[src/rtl/fisw_pkg.sv]
// Package with constants and types for the fast interrupt context swap unit.
// Operation
// - Mode bits 4..2 pick the fast level
// - Mode bit 1 enables fast service while mode bit 0 (global enable) is also set
// - Fast entry swaps pointer and program counter
// - Fast entry copies flags into hidden shadow
// - Fast entry sets fast-active flag bit
// - Return with fast-active set swaps back
// - Fast return restores flags from shadow
// - Fast return clears fast-active bit itself
// - Works with hardware- or software-cleared pending bits
// - Global enable gates fast service too
// - Pointer is register pair DAH high, DBH low
// - Fast entry 6 cycles, normal entry 16
// - Flags bit 1 blocks interrupts, selects return
package fisw_pkg;

  // Register indices; the byte address is four times the index.
  localparam logic [7:0] PTR_HI_IDX = 8'hda;
  localparam logic [7:0] PTR_LO_IDX = 8'hdb;
  localparam logic [7:0] FLAGS_IDX = 8'hd5;
  localparam logic [7:0] REQ_IDX = 8'hdc;
  localparam logic [7:0] MASK_IDX = 8'hdd;
  localparam logic [7:0] MODE_IDX = 8'hdf;

  // Field positions.
  localparam int unsigned FIS_BIT = 1;

  // Reset values.
  localparam logic [7:0] FLAGS_RST = 8'h00;
  localparam logic [7:0] MASK_RST = 8'h00;
  localparam logic [15:0] PTR_RST = 16'h0000;

  // Entry lengths in core clock cycles.
  localparam logic [4:0] FAST_ENTRY_CYC = 5'h06;
  localparam logic [4:0] NORM_ENTRY_CYC = 5'h10;

  // AXI responses.
  localparam logic [1:0] RESP_OKAY = 2'h0;
  localparam logic [1:0] RESP_SLVERR = 2'h2;

  typedef struct packed {
    logic [2:0] spare;
    logic [2:0] fast_level;
    logic fast_en;
    logic global_en;
  } fisw_mode_t;

  localparam fisw_mode_t MODE_RST = '{3'h0, 3'h0, 1'b0, 1'b0};

  typedef enum logic [1:0] {
    ST_IDLE = 2'b00,
    ST_FAST = 2'b01,
    ST_NORM = 2'b10
  } fisw_state_t;

  // Program counter load toward the core.
  typedef struct packed {
    logic load;
    logic [15:0] value;
  } fisw_pc_cmd_t;

endpackage : fisw_pkg

[src/rtl/fisw_top.sv]
// Fast interrupt context swap unit with an AXI4-Lite register slave.
//
// The AXI4-Lite register port and the address map were decided locally.
`timescale 1ns/1ps
module fisw_top
  import fisw_pkg::*;
#(
  parameter int unsigned ADDR_W = 12
) (
  // Clock and reset
  input wire logic clk_sys,
  input wire logic rst,
  // AXI4-Lite write address and data
  input wire logic [ADDR_W-1:0] s_axi_awaddr,
  input wire logic s_axi_awvalid,
  output logic s_axi_awready,
  input wire logic [31:0] s_axi_wdata,
  input wire logic [3:0] s_axi_wstrb,
  input wire logic s_axi_wvalid,
  output logic s_axi_wready,
  // AXI4-Lite write response
  output logic [1:0] s_axi_bresp,
  output logic s_axi_bvalid,
  input wire logic s_axi_bready,
  // AXI4-Lite read
  input wire logic [ADDR_W-1:0] s_axi_araddr,
  input wire logic s_axi_arvalid,
  output logic s_axi_arready,
  output logic [31:0] s_axi_rdata,
  output logic [1:0] s_axi_rresp,
  output logic s_axi_rvalid,
  input wire logic s_axi_rready,
  // Core side inputs
  input wire logic [7:0] request_level_number,
  input wire logic insn_boundary,
  input wire logic global_irq_on_op,
  input wire logic global_irq_off_op,
  input wire logic service_return_op,
  input wire logic [15:0] pc_current,
  input wire logic core_flags_we,
  input wire logic [7:0] core_flags_wd,
  // Core side outputs
  output fisw_pc_cmd_t pc_cmd,
  output logic [7:0] status_flags,
  output logic irq_ack,
  output logic [2:0] irq_ack_level,
  output logic vector_entry,
  output logic normal_return
);

  // Lowest level number wins among unmasked requests.
  function automatic logic [2:0] pick_level(input logic [7:0] req);
    logic [2:0] lvl;
    lvl = 3'h0;
    for (int i = 7; i >= 0; i--) begin
      if (req[i]) begin
        lvl = 3'(i);
      end
    end
    return lvl;
  endfunction : pick_level

  function automatic logic is_mapped(input logic [7:0] idx);
    return (idx == PTR_HI_IDX) || (idx == PTR_LO_IDX) ||
           (idx == FLAGS_IDX) || (idx == REQ_IDX) ||
           (idx == MASK_IDX) || (idx == MODE_IDX);
  endfunction : is_mapped

  function automatic logic [7:0] word_index(input logic [ADDR_W-1:0] a);
    logic ok;
    ok = (a[1:0] == 2'h0) && ((a >> 10) == '0);
    return ok ? a[9:2] : 8'h00;
  endfunction : word_index

  // Bus state.
  logic aw_got_q, aw_got_d, w_got_q, w_got_d;
  logic [7:0] wr_idx_q, wr_idx_d;
  logic [7:0] wr_byte_q, wr_byte_d;
  logic wr_lane_q, wr_lane_d;
  logic awready_q, awready_d, wready_q, wready_d;
  logic bvalid_q, bvalid_d, arready_q, arready_d, rvalid_q, rvalid_d;
  logic [1:0] bresp_q, bresp_d, rresp_q, rresp_d;
  logic [31:0] rdata_q, rdata_d;
  logic wr_fire;

  // Unit state.
  fisw_state_t state_q, state_d;
  logic [4:0] cnt_q, cnt_d;
  logic [2:0] lvl_q, lvl_d;
  fisw_mode_t mode_q, mode_d;
  logic [15:0] ptr_q, ptr_d;
  logic [7:0] flags_q, flags_d, shadow_q, shadow_d, mask_q, mask_d;
  fisw_pc_cmd_t pc_cmd_q, pc_cmd_d;
  logic ack_q, ack_d, vec_q, vec_d, nret_q, nret_d;
  logic [7:0] live_req;
  logic take;

  assign wr_fire = aw_got_q && w_got_q && !bvalid_q;
  assign live_req = request_level_number & mask_q;
  // A set fast-active bit blocks every further entry.
  assign take = insn_boundary && mode_q.global_en && !flags_q[FIS_BIT] &&
                (live_req != 8'h00) && (state_q == ST_IDLE) &&
                !service_return_op;

  always_comb begin
    aw_got_d = aw_got_q;
    w_got_d = w_got_q;
    wr_idx_d = wr_idx_q;
    wr_byte_d = wr_byte_q;
    wr_lane_d = wr_lane_q;
    bvalid_d = bvalid_q;
    bresp_d = bresp_q;
    rvalid_d = rvalid_q;
    rresp_d = rresp_q;
    rdata_d = rdata_q;
    if (s_axi_awvalid && awready_q) begin
      aw_got_d = 1'b1;
      wr_idx_d = word_index(s_axi_awaddr);
    end
    if (s_axi_wvalid && wready_q) begin
      w_got_d = 1'b1;
      wr_byte_d = s_axi_wdata[7:0];
      wr_lane_d = s_axi_wstrb[0];
    end
    if (bvalid_q && s_axi_bready) begin
      bvalid_d = 1'b0;
    end
    if (wr_fire) begin
      aw_got_d = 1'b0;
      w_got_d = 1'b0;
      bvalid_d = 1'b1;
      bresp_d = is_mapped(wr_idx_q) ? RESP_OKAY : RESP_SLVERR;
    end
    if (rvalid_q && s_axi_rready) begin
      rvalid_d = 1'b0;
    end
    if (s_axi_arvalid && arready_q) begin
      rvalid_d = 1'b1;
      rresp_d = is_mapped(word_index(s_axi_araddr)) ? RESP_OKAY :
                RESP_SLVERR;
      case (word_index(s_axi_araddr))
        PTR_HI_IDX: rdata_d = {24'h0, ptr_q[15:8]};
        PTR_LO_IDX: rdata_d = {24'h0, ptr_q[7:0]};
        FLAGS_IDX: rdata_d = {24'h0, flags_q};
        REQ_IDX: rdata_d = {24'h0, request_level_number};
        MASK_IDX: rdata_d = {24'h0, mask_q};
        MODE_IDX: rdata_d = {24'h0, mode_q};
        default: rdata_d = 32'h0;
      endcase
    end
    awready_d = !aw_got_d && !bvalid_d;
    wready_d = !w_got_d && !bvalid_d;
    arready_d = !rvalid_d;
  end

  always_comb begin
    state_d = state_q;
    cnt_d = cnt_q;
    lvl_d = lvl_q;
    mode_d = mode_q;
    ptr_d = ptr_q;
    flags_d = flags_q;
    shadow_d = shadow_q;
    mask_d = mask_q;
    pc_cmd_d = '{1'b0, pc_cmd_q.value};
    ack_d = 1'b0;
    vec_d = 1'b0;
    nret_d = 1'b0;
    if (core_flags_we) begin
      flags_d = core_flags_wd;
    end
    // Software writes land first so that hardware events below win.
    if (wr_fire && wr_lane_q) begin
      case (wr_idx_q)
        PTR_HI_IDX: ptr_d[15:8] = wr_byte_q;
        PTR_LO_IDX: ptr_d[7:0] = wr_byte_q;
        FLAGS_IDX: flags_d = wr_byte_q;
        MASK_IDX: mask_d = wr_byte_q;
        MODE_IDX: mode_d = fisw_mode_t'(wr_byte_q);
        default: mode_d = mode_d;
      endcase
    end
    if (global_irq_on_op) begin
      mode_d.global_en = 1'b1;
    end
    if (global_irq_off_op) begin
      mode_d.global_en = 1'b0;
    end
    case (state_q)
      ST_IDLE: begin
        if (service_return_op && flags_q[FIS_BIT]) begin
          pc_cmd_d = '{1'b1, ptr_q};
          ptr_d = pc_current;
          flags_d = shadow_q;
          flags_d[FIS_BIT] = 1'b0;
        end else if (service_return_op) begin
          mode_d.global_en = 1'b1;
          nret_d = 1'b1;
        end else if (take) begin
          // The acknowledge lets hardware-cleared sources drop their
          // pending bit; software-cleared ones simply ignore it.
          ack_d = 1'b1;
          lvl_d = pick_level(live_req);
          if (mode_q.fast_en &&
              pick_level(live_req) == mode_q.fast_level) begin
            state_d = ST_FAST;
            cnt_d = FAST_ENTRY_CYC - 5'h01;
          end else begin
            mode_d.global_en = 1'b0;
            state_d = ST_NORM;
            cnt_d = NORM_ENTRY_CYC - 5'h01;
          end
        end
      end
      ST_FAST: begin
        cnt_d = cnt_q - 5'h01;
        if (cnt_q == 5'h01) begin
          state_d = ST_IDLE;
          pc_cmd_d = '{1'b1, ptr_q};
          ptr_d = pc_current;
          shadow_d = flags_q;
          flags_d[FIS_BIT] = 1'b1;
        end
      end
      ST_NORM: begin
        cnt_d = cnt_q - 5'h01;
        if (cnt_q == 5'h01) begin
          state_d = ST_IDLE;
          vec_d = 1'b1;
        end
      end
      default: state_d = ST_IDLE;
    endcase
  end

  always_ff @(posedge clk_sys or posedge rst) begin
    if (rst) begin
      aw_got_q <= 1'b0;
      w_got_q <= 1'b0;
      wr_idx_q <= 8'h00;
      wr_byte_q <= 8'h00;
      wr_lane_q <= 1'b0;
      awready_q <= 1'b0;
      wready_q <= 1'b0;
      bvalid_q <= 1'b0;
      bresp_q <= RESP_OKAY;
      arready_q <= 1'b0;
      rvalid_q <= 1'b0;
      rresp_q <= RESP_OKAY;
      rdata_q <= 32'h0;
    end else begin
      aw_got_q <= aw_got_d;
      w_got_q <= w_got_d;
      wr_idx_q <= wr_idx_d;
      wr_byte_q <= wr_byte_d;
      wr_lane_q <= wr_lane_d;
      awready_q <= awready_d;
      wready_q <= wready_d;
      bvalid_q <= bvalid_d;
      bresp_q <= bresp_d;
      arready_q <= arready_d;
      rvalid_q <= rvalid_d;
      rresp_q <= rresp_d;
      rdata_q <= rdata_d;
    end
  end

  always_ff @(posedge clk_sys or posedge rst) begin
    if (rst) begin
      state_q <= ST_IDLE;
      cnt_q <= 5'h00;
      lvl_q <= 3'h0;
      mode_q <= MODE_RST;
      ptr_q <= PTR_RST;
      flags_q <= FLAGS_RST;
      shadow_q <= FLAGS_RST;
      mask_q <= MASK_RST;
      pc_cmd_q <= '{1'b0, 16'h0000};
      ack_q <= 1'b0;
      vec_q <= 1'b0;
      nret_q <= 1'b0;
    end else begin
      state_q <= state_d;
      cnt_q <= cnt_d;
      lvl_q <= lvl_d;
      mode_q <= mode_d;
      ptr_q <= ptr_d;
      flags_q <= flags_d;
      shadow_q <= shadow_d;
      mask_q <= mask_d;
      pc_cmd_q <= pc_cmd_d;
      ack_q <= ack_d;
      vec_q <= vec_d;
      nret_q <= nret_d;
    end
  end

  assign s_axi_awready = awready_q;
  assign s_axi_wready = wready_q;
  assign s_axi_bvalid = bvalid_q;
  assign s_axi_bresp = bresp_q;
  assign s_axi_arready = arready_q;
  assign s_axi_rvalid = rvalid_q;
  assign s_axi_rresp = rresp_q;
  assign s_axi_rdata = rdata_q;
  assign pc_cmd = pc_cmd_q;
  assign status_flags = flags_q;
  assign irq_ack = ack_q;
  assign irq_ack_level = lvl_q;
  assign vector_entry = vec_q;
  assign normal_return = nret_q;

endmodule : fisw_top

[config.mk]
export PLATFORM = sky130hd
export DESIGN_NAME = fisw_top
export DESIGN_NICKNAME = d
export VERILOG_FILES = /design/src/rtl/fisw_pkg.sv /design/src/rtl/fisw_top.sv
export SDC_FILE = /design/constraint.sdc
export NUM_CORES = 1
export LEC_CHECK = 0
export ABC_CLOCK_PERIOD_IN_PS = 5970
export BUFFER_PORTS_ARGS = -buffer_cell sky130_fd_sc_hd__buf_2
export CAP_MARGIN = 20
export CORE_ASPECT_RATIO = 0.5
export CORE_MARGIN = 1.5
export CORE_UTILIZATION = 44
export CTS_BUF_LIST = sky130_fd_sc_hd__clkbuf_8
export DETAILED_ROUTE_END_ITERATION = 12
export PLACE_DENSITY = 0.7
export SYNTH_ARGS = -nofsm -noshare
export SYNTH_HDL_FRONTEND = slang
export SYNTH_SLANG_ARGS = --single-unit
[constraint.sdc]
create_clock -name clk_sys -period 5.97 [get_ports clk_sys]
set_input_delay 1.4925 -clock clk_sys [delete_from_list [all_inputs] [get_ports clk_sys]]
set_output_delay 1.4925 -clock clk_sys [all_outputs]
set_load 0.005 [all_outputs]
# After elaboration in Yosys (flattened, before gate mapping)
# Cells that the tools add are included.
# word_totals
register_bits	138
output_inout_bits	72
input_bits	104
word_cells	178
# op_classes
n_addsub	1
mux	71
n_bitwise	3
eq_ne	22
reduce_logical	52
# op_table
op	count
$eq A8 B8 Y1 const B	12
$mux W8	8
$mux W16	3
$pmux W8 S6	1
$mux W3	12
$mux W17	2
$pmux W17 S2	1
$pmux W16 S2	1
$mux W1	28
$logic_not A12 Y1	2
$logic_and A1 B1 Y1	19
$mux W5	3
$mux W2	7
$reduce_and A4 Y1	3
$logic_or A1 B1 Y1	10
$pmux W5 S2	1
$and A8 B8 Y8	1
$ne A2 B2 Y1 const B	4
$reduce_bool A8 Y1	1
$logic_not A1 Y1	7
$logic_not A2 Y1	3
$mux W6	1
$reduce_and A2 Y1	3
$eq A5 B1 Y1 const B	1
other kinds (12)	15

# Logic depth before layout (Yosys ltp)
# Gate-level depths: netlist of the first run.
# depth
ltp_word	20
mapped_depth	8

# Worst setup path before layout of the first run
# No wires, ideal clock.
# synth_timing
path_kind	input to register
start	in s_axi_araddr[1]
end	reg rdata_q[1] (netlist: s_axi_rdata[1])
setup_slack_ps	2940
setup_ps	64
cell_stages	6
t_arrival_ps	2966
path_buffers	1
required_ps	5906
cell_sequence	or4_4 -> buf_6 -> nor4_4 -> a222oi_1 -> a21oi_1 -> a21o_1
# synth_between
elab_chain_len	5
# synth_rtl
element	line	text
start, declared	fisw_top.sv:26	input wire logic [ADDR_W-1:0] s_axi_araddr,
$logic_not A2 Y1 *	fisw_top.sv:71	ok = (a[1:0] == 2'h0) && ((a >> 10) == '0);
$logic_and A1 B1 Y1 *	fisw_top.sv:71	
$mux W8 *	fisw_top.sv:72	return ok ? a[9:2] : 8'h00;
$eq A8 B8 Y1	fisw_top.sv:141	case (word_index(s_axi_araddr))
$pmux W8 S6 *	fisw_top.sv:141	
end signal, assigned	fisw_top.sv:264	rdata_q <= rdata_d;
end, declared	fisw_top.sv:83	logic [31:0] rdata_q, rdata_d;
# Every way passes the cells marked *; elsewhere a longest branch is shown, timed or not.
# A chain may end at the register's enable or synchronous reset.

# Worst setup path in the final report of the first run
# Same ends and word-level chain as after synthesis.

==> results of run 1 <==
==> where the power goes <==
part	switching (mW)	internal, mW	total (mW)	leakage [nW]
Clock	0.295	0.167	0.462	0.0985
Sequential	0.159	0.888	1.05	1.43
Combinational	0.162	0.182	0.344	1.63
==> cells by family (layout without fill, tap and decap cells) <==
group | after synthesis | count (layout) | synth area share [%]
AO/OA/AOI/OAI | 115 | 115 | 14.4
adder cells (fa/ha/maj) | 5 | 5 | 1.11
buffers and inverters | 56 | 156 | 6.08
flip-flops | 111 | 111 | 49.3
multiplexers | 82 | 82 | 15.8
other | 1 | 26 | 0.0665
AND/OR/NAND/NOR | 116 | 116 | 13.2
==> per-stage QoR <==
stage / utilization (%) / hold WS [ns]
2_1_floorplan: - / 0.425
3_3_place_gp: 51.7 / 0.446
3_5_place_dp: 51.7 / 0.447
4_1_cts: 53.3 / 0.465
5_1_grt: 53.4 / 0.496
6_report: 53.4 / 0.464
==> layer usage <==
layer / vias to the layer above / GRT usage [%]
met5: - / 0
met4: 0 / 5.84
met1: 2154 / 30.1
li1: 1995 / -
met3: 15 / 5.24
met2: 145 / 32.2
==> path summary, 6_finish.rpt <==
kind | start | to | slack, ns
worst max-delay path | s_axi_araddr[1] | s_axi_rdata[1] | 2.87
worst min-delay path | w_got_q | s_axi_wready | 0.46
worst max register to register | state_q[0] | pc_cmd[15] | 3.57
worst min register to register | w_got_q | s_axi_wready | 0.46
max in group asynchronous | rst | s_axi_rdata[6] | 3.65
min in group asynchronous | rst | wr_byte_q[6] | 1.30
==> final cells by class <==
| class | instances | area, µm² |
|---|---|---|
| multi-input combinational | 344 | 2610 |
| inverter | 15 | 58.8 |
| sequential | 111 | 2780 |
| tap | 165 | 206 |
| timing repair buffer | 125 | 633 |
| fill | 1078 | 5670 |
| clock inverter | 7 | 75.1 |
| clock buffer | 9 | 124 |
==> flip-flops by register name (all words and copies together) (netlist names), 2 cells and up <==
name / cells
cnt_q: 5
irq_ack_level: 3
mask_q: 8
mode_q: 8
pc_cmd: 17
ptr_q: 16
s_axi_rdata: 8
shadow_q: 7
state_q: 2
status_flags: 8
wr_byte_q: 8
wr_idx_q: 8
==> cells in the final DEF (no fill, tap or decap), types with 3 or more instances in the layout <==
cell type,count
nor3_1,6
nand2_1,51
conb_1,26
nand3b_1,3
nor2_1,10
a222oi_1,14
buf_2,122
buf_4,3
inv_8,3
nand3_1,4
dfrtp_1,111
nor4_4,6
or2_2,3
a21o_1,8
nor3b_1,3
inv_1,14
mux2_2,56
o21ai_1,9
and3_1,4
a22oi_1,6
o21ai_0,23
clkbuf_8,9
mux2i_1,26
a31oi_1,5
nor2b_1,3
ha_1,5
a22o_1,14
a211oi_1,3
a21oi_1,20
==> summary.txt, run 1 <==
Pwr
  • VDD IR max: 0.000150 V
  • Total power draw: 1.85 mW
  • PwrDens: 286 nW/µm²
  • Leak Pwr: 3.16 nW

Worst setup path
  • Crit-path max cell delay: 0.65 ns
  • Worst-path fanout max: 8
  • Setup CP Type: input port to flop
  • Worst Path Required: 6.30 ns
  • Critical path capture point type: flop
  • Buf+Inv Stages, Crit Path: 1
  • Slowest-stage cell, CP: or4_4
  • Cell family contributing the most delay on the critical path: simple AND/OR/NAND/NOR gates
  • Startpoint Class: input port
  • Critical Path AT: 3.44 ns
  • CP cell instances: buf_2 -> or4_4 -> nor4_4 -> a222oi_1 -> a21oi_1 -> a21o_1
  • Crit path depth: 6
  • R2R depth: 7

Detailed routing
  • Iteration-0 DRC count of the detailed router: 508
  • DR top layer: met4
  • WL/cell: 17.8 µm
  • TritonRoute pass-1 iters: 8
  • Routed vias: 4309
  • Final WL: 13800 µm
  • Vias per Instance: 5.55
  • # DRC: 0
  • Number of routed nets with antenna violations: 0
  • Met1 wire length: 6550 µm
  • Met2 Routed Length: 6200 µm
  • Met3 wire length: 893 µm

Clocking
  • CTS max path bufs: 2
  • Reg clk slew, reported paths: 0.12 ns
  • Max H-tree Level: 3
  • Post-CTS Setup Bufs: 0
  • Num Clock Sinks: 111
  • Hold buffers post-CTS: 0
  • CTS tree: built
  • Root Buffer: clkbuf_8
  • CTS Buf Count: 9
  • Post-cts sizing count: 0
  • Clock Latency Late Sink: 0.40 ns

Timing
  • Final Hold Violating Endpoints: 0
  • # setup viols final: 0
  • RSZ-0062 raised after global routing: no
  • Final min period: 3.10 ns
  • Setup Skew: 0.0164 ns
  • Tcrit/Tclk final: 52.0%
  • Fin Setup TNS: 0 ns
  • Fmax: 0.322 GHz
  • Final setup margin: 2.87 ns
  • Final Max Tran Viols: 0
  • Worst-Margin Slew: 0.935 ns
  • Slew headroom: 37.7%

Floorplanning
  • Die Area: 13500 µm²
  • Die W: 163 µm
  • Initial Utilization: 46.4%
  • # IOs: 176
  • Core ar.: 12200 µm²
  • Row cnt: 28
  • DIE HEIGHT: 83.0 µm

Synthesis
  • Synth Cell Area: 5640 µm²
  • Sequential area share after synthesis: 49.3%
  • Syn Area/Cell: 11.6 µm²
  • Yosys top cell by area: dfrtp_1
  • Synth area leaders: dfrtp_1, mux2_2, mux2i_1
  • Library cells used by synthesis: 56
  • Syn Inst Count: 486
  • Seq cells post-synth: 111
  • Synth Warn #: 0
  • Ys async rst share: 100%
  • Post-synth top area share: 49.3%
  • List of most frequent post-synthesis cells: dfrtp_1, mux2_2, nand2_1, buf_4, mux2i_1
  • Top_reg_cell synth: dfrtp_1
  • Post-synth EDFFs: 0
  • Count leader, synth: dfrtp_1

Global route
  • First-pass GRT wire length: 22200 µm
  • Vias in the first global route: 4144
  • Gr ovfl total: 0
  • Initial antenna violation count: 0
  • Largest net degree at the start of global routing: 76
  • GRT Resource Usage Total: 21.2%

Layout
  • Area Growth Syn to Fin: 15.1%
  • Layout Cells excl Fill: 776
  • Nets: 715
  • Share of layout cells above drive strength 1: 35.7%
  • Final instance area: 6490 µm²
  • Antenna cells: 0

Hold path
  • Hold Path Class: flop to flop
  • Hold Crit Depth: 1

Placement
  • Area post-placement: 6280 µm²
  • IO Port Bufs: 122
  • Gpl congestion: 0.855
  • Pre-CTS setup slack: 2.51 ns
  • Placed cells: 759
  • Post-DP HPWL: 10000 µm

Run
  • Max-cap violations: 0

Outcome
  • Outcome: finished clean
Power figures use the tool's default switching activity.
==> run 2: changes to the inputs <==
ABC_AREA = 1   (was unset)
ABC_CLOCK_PERIOD_IN_PS = 2990   (was 5970)
clock period = 2.99 ns   (was 5.97 ns; I/O delays follow)
==> run 2 against run 1 <==
  * Via count up 19%
  * Worst hold slack better by 0.0065 ns
  * Largest cell class unchanged
  * Non-clock buffer count up 7
  * Flip-flop and latch count unchanged
==> summary.txt, run 2 <==
Timing
  • Setup Skew: 0.00525 ns
  • Final Max Tran Viols: 0
  • # setup viols final: 0
  • Worst-Margin Slew: 0.719 ns
  • Fin Setup TNS: 0 ns
  • Tcrit/Tclk final: 68.8%
  • Final Hold Violating Endpoints: 0
  • Final min period: 2.06 ns
  • RSZ-0062 raised after global routing: no
  • Final setup margin: 0.934 ns
  • Slew headroom: 52.0%
  • Fmax: 0.486 GHz

Pwr
  • Clock network power share: 25.8%
  • Switching Fraction: 33.7%
  • Int Pwr: 2.38 mW
  • Net switching power: 1.21 mW
  • Leak Pwr: 3.29 nW
  • Sequential power share: 54.5%
  • VDD IR max: 0.000327 V
  • Logic pwr share: 19.7%
  • PwrDens: 551 nW/µm²

Floorplanning
  • Core ar.: 12100 µm²
  • Die Area: 13500 µm²
  • Row cnt: 28
  • DIE HEIGHT: 82.9 µm
  • Initial Utilization: 46.3%
  • Die W: 163 µm
  • # IOs: 176

Layout
  • Antenna cells: 0
  • Most frequent cells in the layout: nand2_1, buf_2, dfrtp_1
  • Filler cell count: 1157
  • Commonest non-fill, non-tap cell in the layout: nand2_1
  • Area taken by multi-input logic gates: 2380 µm²
  • Nets: 926
  • Register Area: 2780 µm²
  • Share of layout cells above drive strength 1: 21.4%
  • Final instance area: 6520 µm²
  • Area Growth Syn to Fin: 16.0%
  • Max reg flops: 17

Clocking
  • CTS tree: built
  • CTS Buf Count: 9
  • Num Clock Sinks: 111
  • Root Buffer: clkbuf_8
  • Clock Latency Late Sink: 0.38 ns
  • Hold buffers post-CTS: 0
  • Post-cts sizing count: 0
  • CTS max path bufs: 2
  • Reg clk slew, reported paths: 0.10 ns
  • Post-CTS Setup Bufs: 0
  • Max H-tree Level: 3

Detailed routing
  • Final WL: 15000 µm
  • Number of routed nets with antenna violations: 0
  • WL/cell: 15.2 µm
  • TritonRoute pass-1 iters: 5
  • Routed vias: 5115
  • # DRC: 0
  • Vias per Instance: 5.18
  • Iteration-0 DRC count of the detailed router: 498

Worst setup path
  • CP cell instances: inv_1 -> ha_1 -> nand2_2 -> nor2_4 -> inv_2 -> o21ai_2 -> nand2_2 -> buf_4 -> o31ai_1
  • Crit-path max cell delay: 0.39 ns
  • R2R depth: 9
  • Startpoint Class: flop
  • Crit path depth: 9
  • Cell family contributing the most delay on the critical path: buffers and inverters
  • Critical path capture point type: flop
  • Critical Path AT: 2.35 ns
  • Slowest-stage cell, CP: dfrtp_1
  • Worst Path Required: 3.28 ns
  • Buf+Inv Stages, Crit Path: 3
  • Cell repeated most along the worst path: nand2_2
  • Worst-path fanout max: 21
  • Setup CP Type: flop to flop

Synthesis
  • List of most frequent post-synthesis cells: nand2_1, dfrtp_1, o21ai_0, inv_1, nand3_1
  • Synth Cell Area: 5620 µm²
  • Ys async rst share: 100%
  • Yosys top cell by area: dfrtp_1
  • Synth area leaders: dfrtp_1, nand2_1, o21ai_0
  • Count leader, synth: nand2_1
  • Syn Area/Cell: 8.09 µm²
  • Seq cells post-synth: 111
  • Post-synth top area share: 49.4%
  • Top_reg_cell synth: dfrtp_1
  • Library cells used by synthesis: 35
  • Sequential area share after synthesis: 49.4%
  • Syn Inst Count: 694
  • Post-synth EDFFs: 0
  • Synth Warn #: 0

Global route
  • Vias in the first global route: 4727
  • Gr ovfl total: 0
  • Largest net degree at the start of global routing: 51
  • Initial antenna violation count: 0
  • GRT Resource Usage Total: 22.9%
  • First-pass GRT wire length: 24100 µm

Placement
  • IO Port Bufs: 122
  • Area post-placement: 6320 µm²
  • Pre-CTS setup slack: 0.682 ns
  • Post-DP HPWL: 11300 µm
  • Gpl congestion: 0.918

Run
  • Max-cap violations: 0

Outcome
  • Outcome: finished clean

Hold path
  • Hold Path Class: input port to async pin
[run 2: cell count changes in the layout (fill, tap and decap cells not counted), moves of 7 or more]
cell / previous run / this run
a222oi_1: 14 / 0
mux2i_1: 26 / 0
o211ai_1: 0 / 7
o31ai_1: 0 / 9
a22o_1: 14 / 0
a21o_1: 8 / 0
o21ai_0: 23 / 101
mux2_2: 56 / 0
nor2_1: 10 / 38
inv_1: 14 / 59
nand2_1: 51 / 185
a21oi_1: 20 / 32
nand3_1: 4 / 51
[run 2: layout make-up]
| type | count | share of cell area, % |
|---|---|---|
| sequential | 111 | 42.6 |
| multi-input combinational | 497 | 36.6 |
| timing repair buffer | 132 | 10.7 |
| inverter | 66 | 3.86 |
| tap | 165 | 3.17 |
| clock buffer | 9 | 1.90 |
| clock inverter | 7 | 1.11 |
[run 2: kinds of logic (layout without fill, tap and decap cells)]
kind of cell             after synthesis  count (layout)  synth area share (%)
AO/OA/AOI/OAI                        162             162                  15.5
AND/OR/NAND/NOR                      302             302                  23.8
other                                  1              26                0.0668
adder cells (fa/ha/maj)                5               5                  1.11
buffers and inverters                111             214                  9.78
flip-flops                           111             111                  49.4
XOR/XNOR                               2               2                 0.312
[run 2: through the flow]
stage               cells  util [%]  power, mW  hold slack (ns)
floorplan             719         -       2.33            0.449
global placement      971      52.1       2.66            0.459
detailed placement    971      52.1       2.68            0.463
CTS                   987      53.7       3.60            0.480
global route          987      53.7       3.79            0.498
finish                987      53.7       3.59            0.471
[run 2: power by group through the flow]
stage	Combinational (mW)	Sequential [mW]	Clock [mW]
2_1_floorplan	0.434	1.90	0
3_3_place_gp	0.690	1.97	0
3_5_place_dp	0.705	1.98	0
4_1_cts	0.710	1.95	0.942
5_1_grt	0.809	1.98	1.00
6_report	0.708	1.96	0.926
[run 2: final timing paths]
| kind | startpoint | to | slack [ns] |
|---|---|---|---|
| max in group asynchronous | rst | wr_idx_q[2] | 1.80 |
| setup / recovery | state_q[1] | pc_cmd[3] | 0.93 |
| min in group clk_sys | s_axi_rvalid | s_axi_arready | 0.48 |
| hold reg to reg | s_axi_rvalid | s_axi_arready | 0.48 |
| setup reg to reg | state_q[1] | pc_cmd[3] | 0.93 |
| hold / removal | rst | shadow_q[6] | 0.47 |
[run 2: routing by layer]
metal,part of all wire (%),vias to the layer above,track usage [%]
li1,-,2484,-
met1,47,2420,32.8
met2,45,195,35.7
met3,7.3,16,4.85
met4,0.92,0,4.92
met5,0,-,0
[run 2: worst register-to-register path, stage by stage, from the launching register on]
cell	delay [ns]
dfrtp_1	0.39
inv_1	0.11
ha_1	0.36
nand2_2	0.12
nor2_4	0.11
inv_2	0.05
o21ai_2	0.06
nand2_2	0.22
buf_4	0.30
o31ai_1	0.26
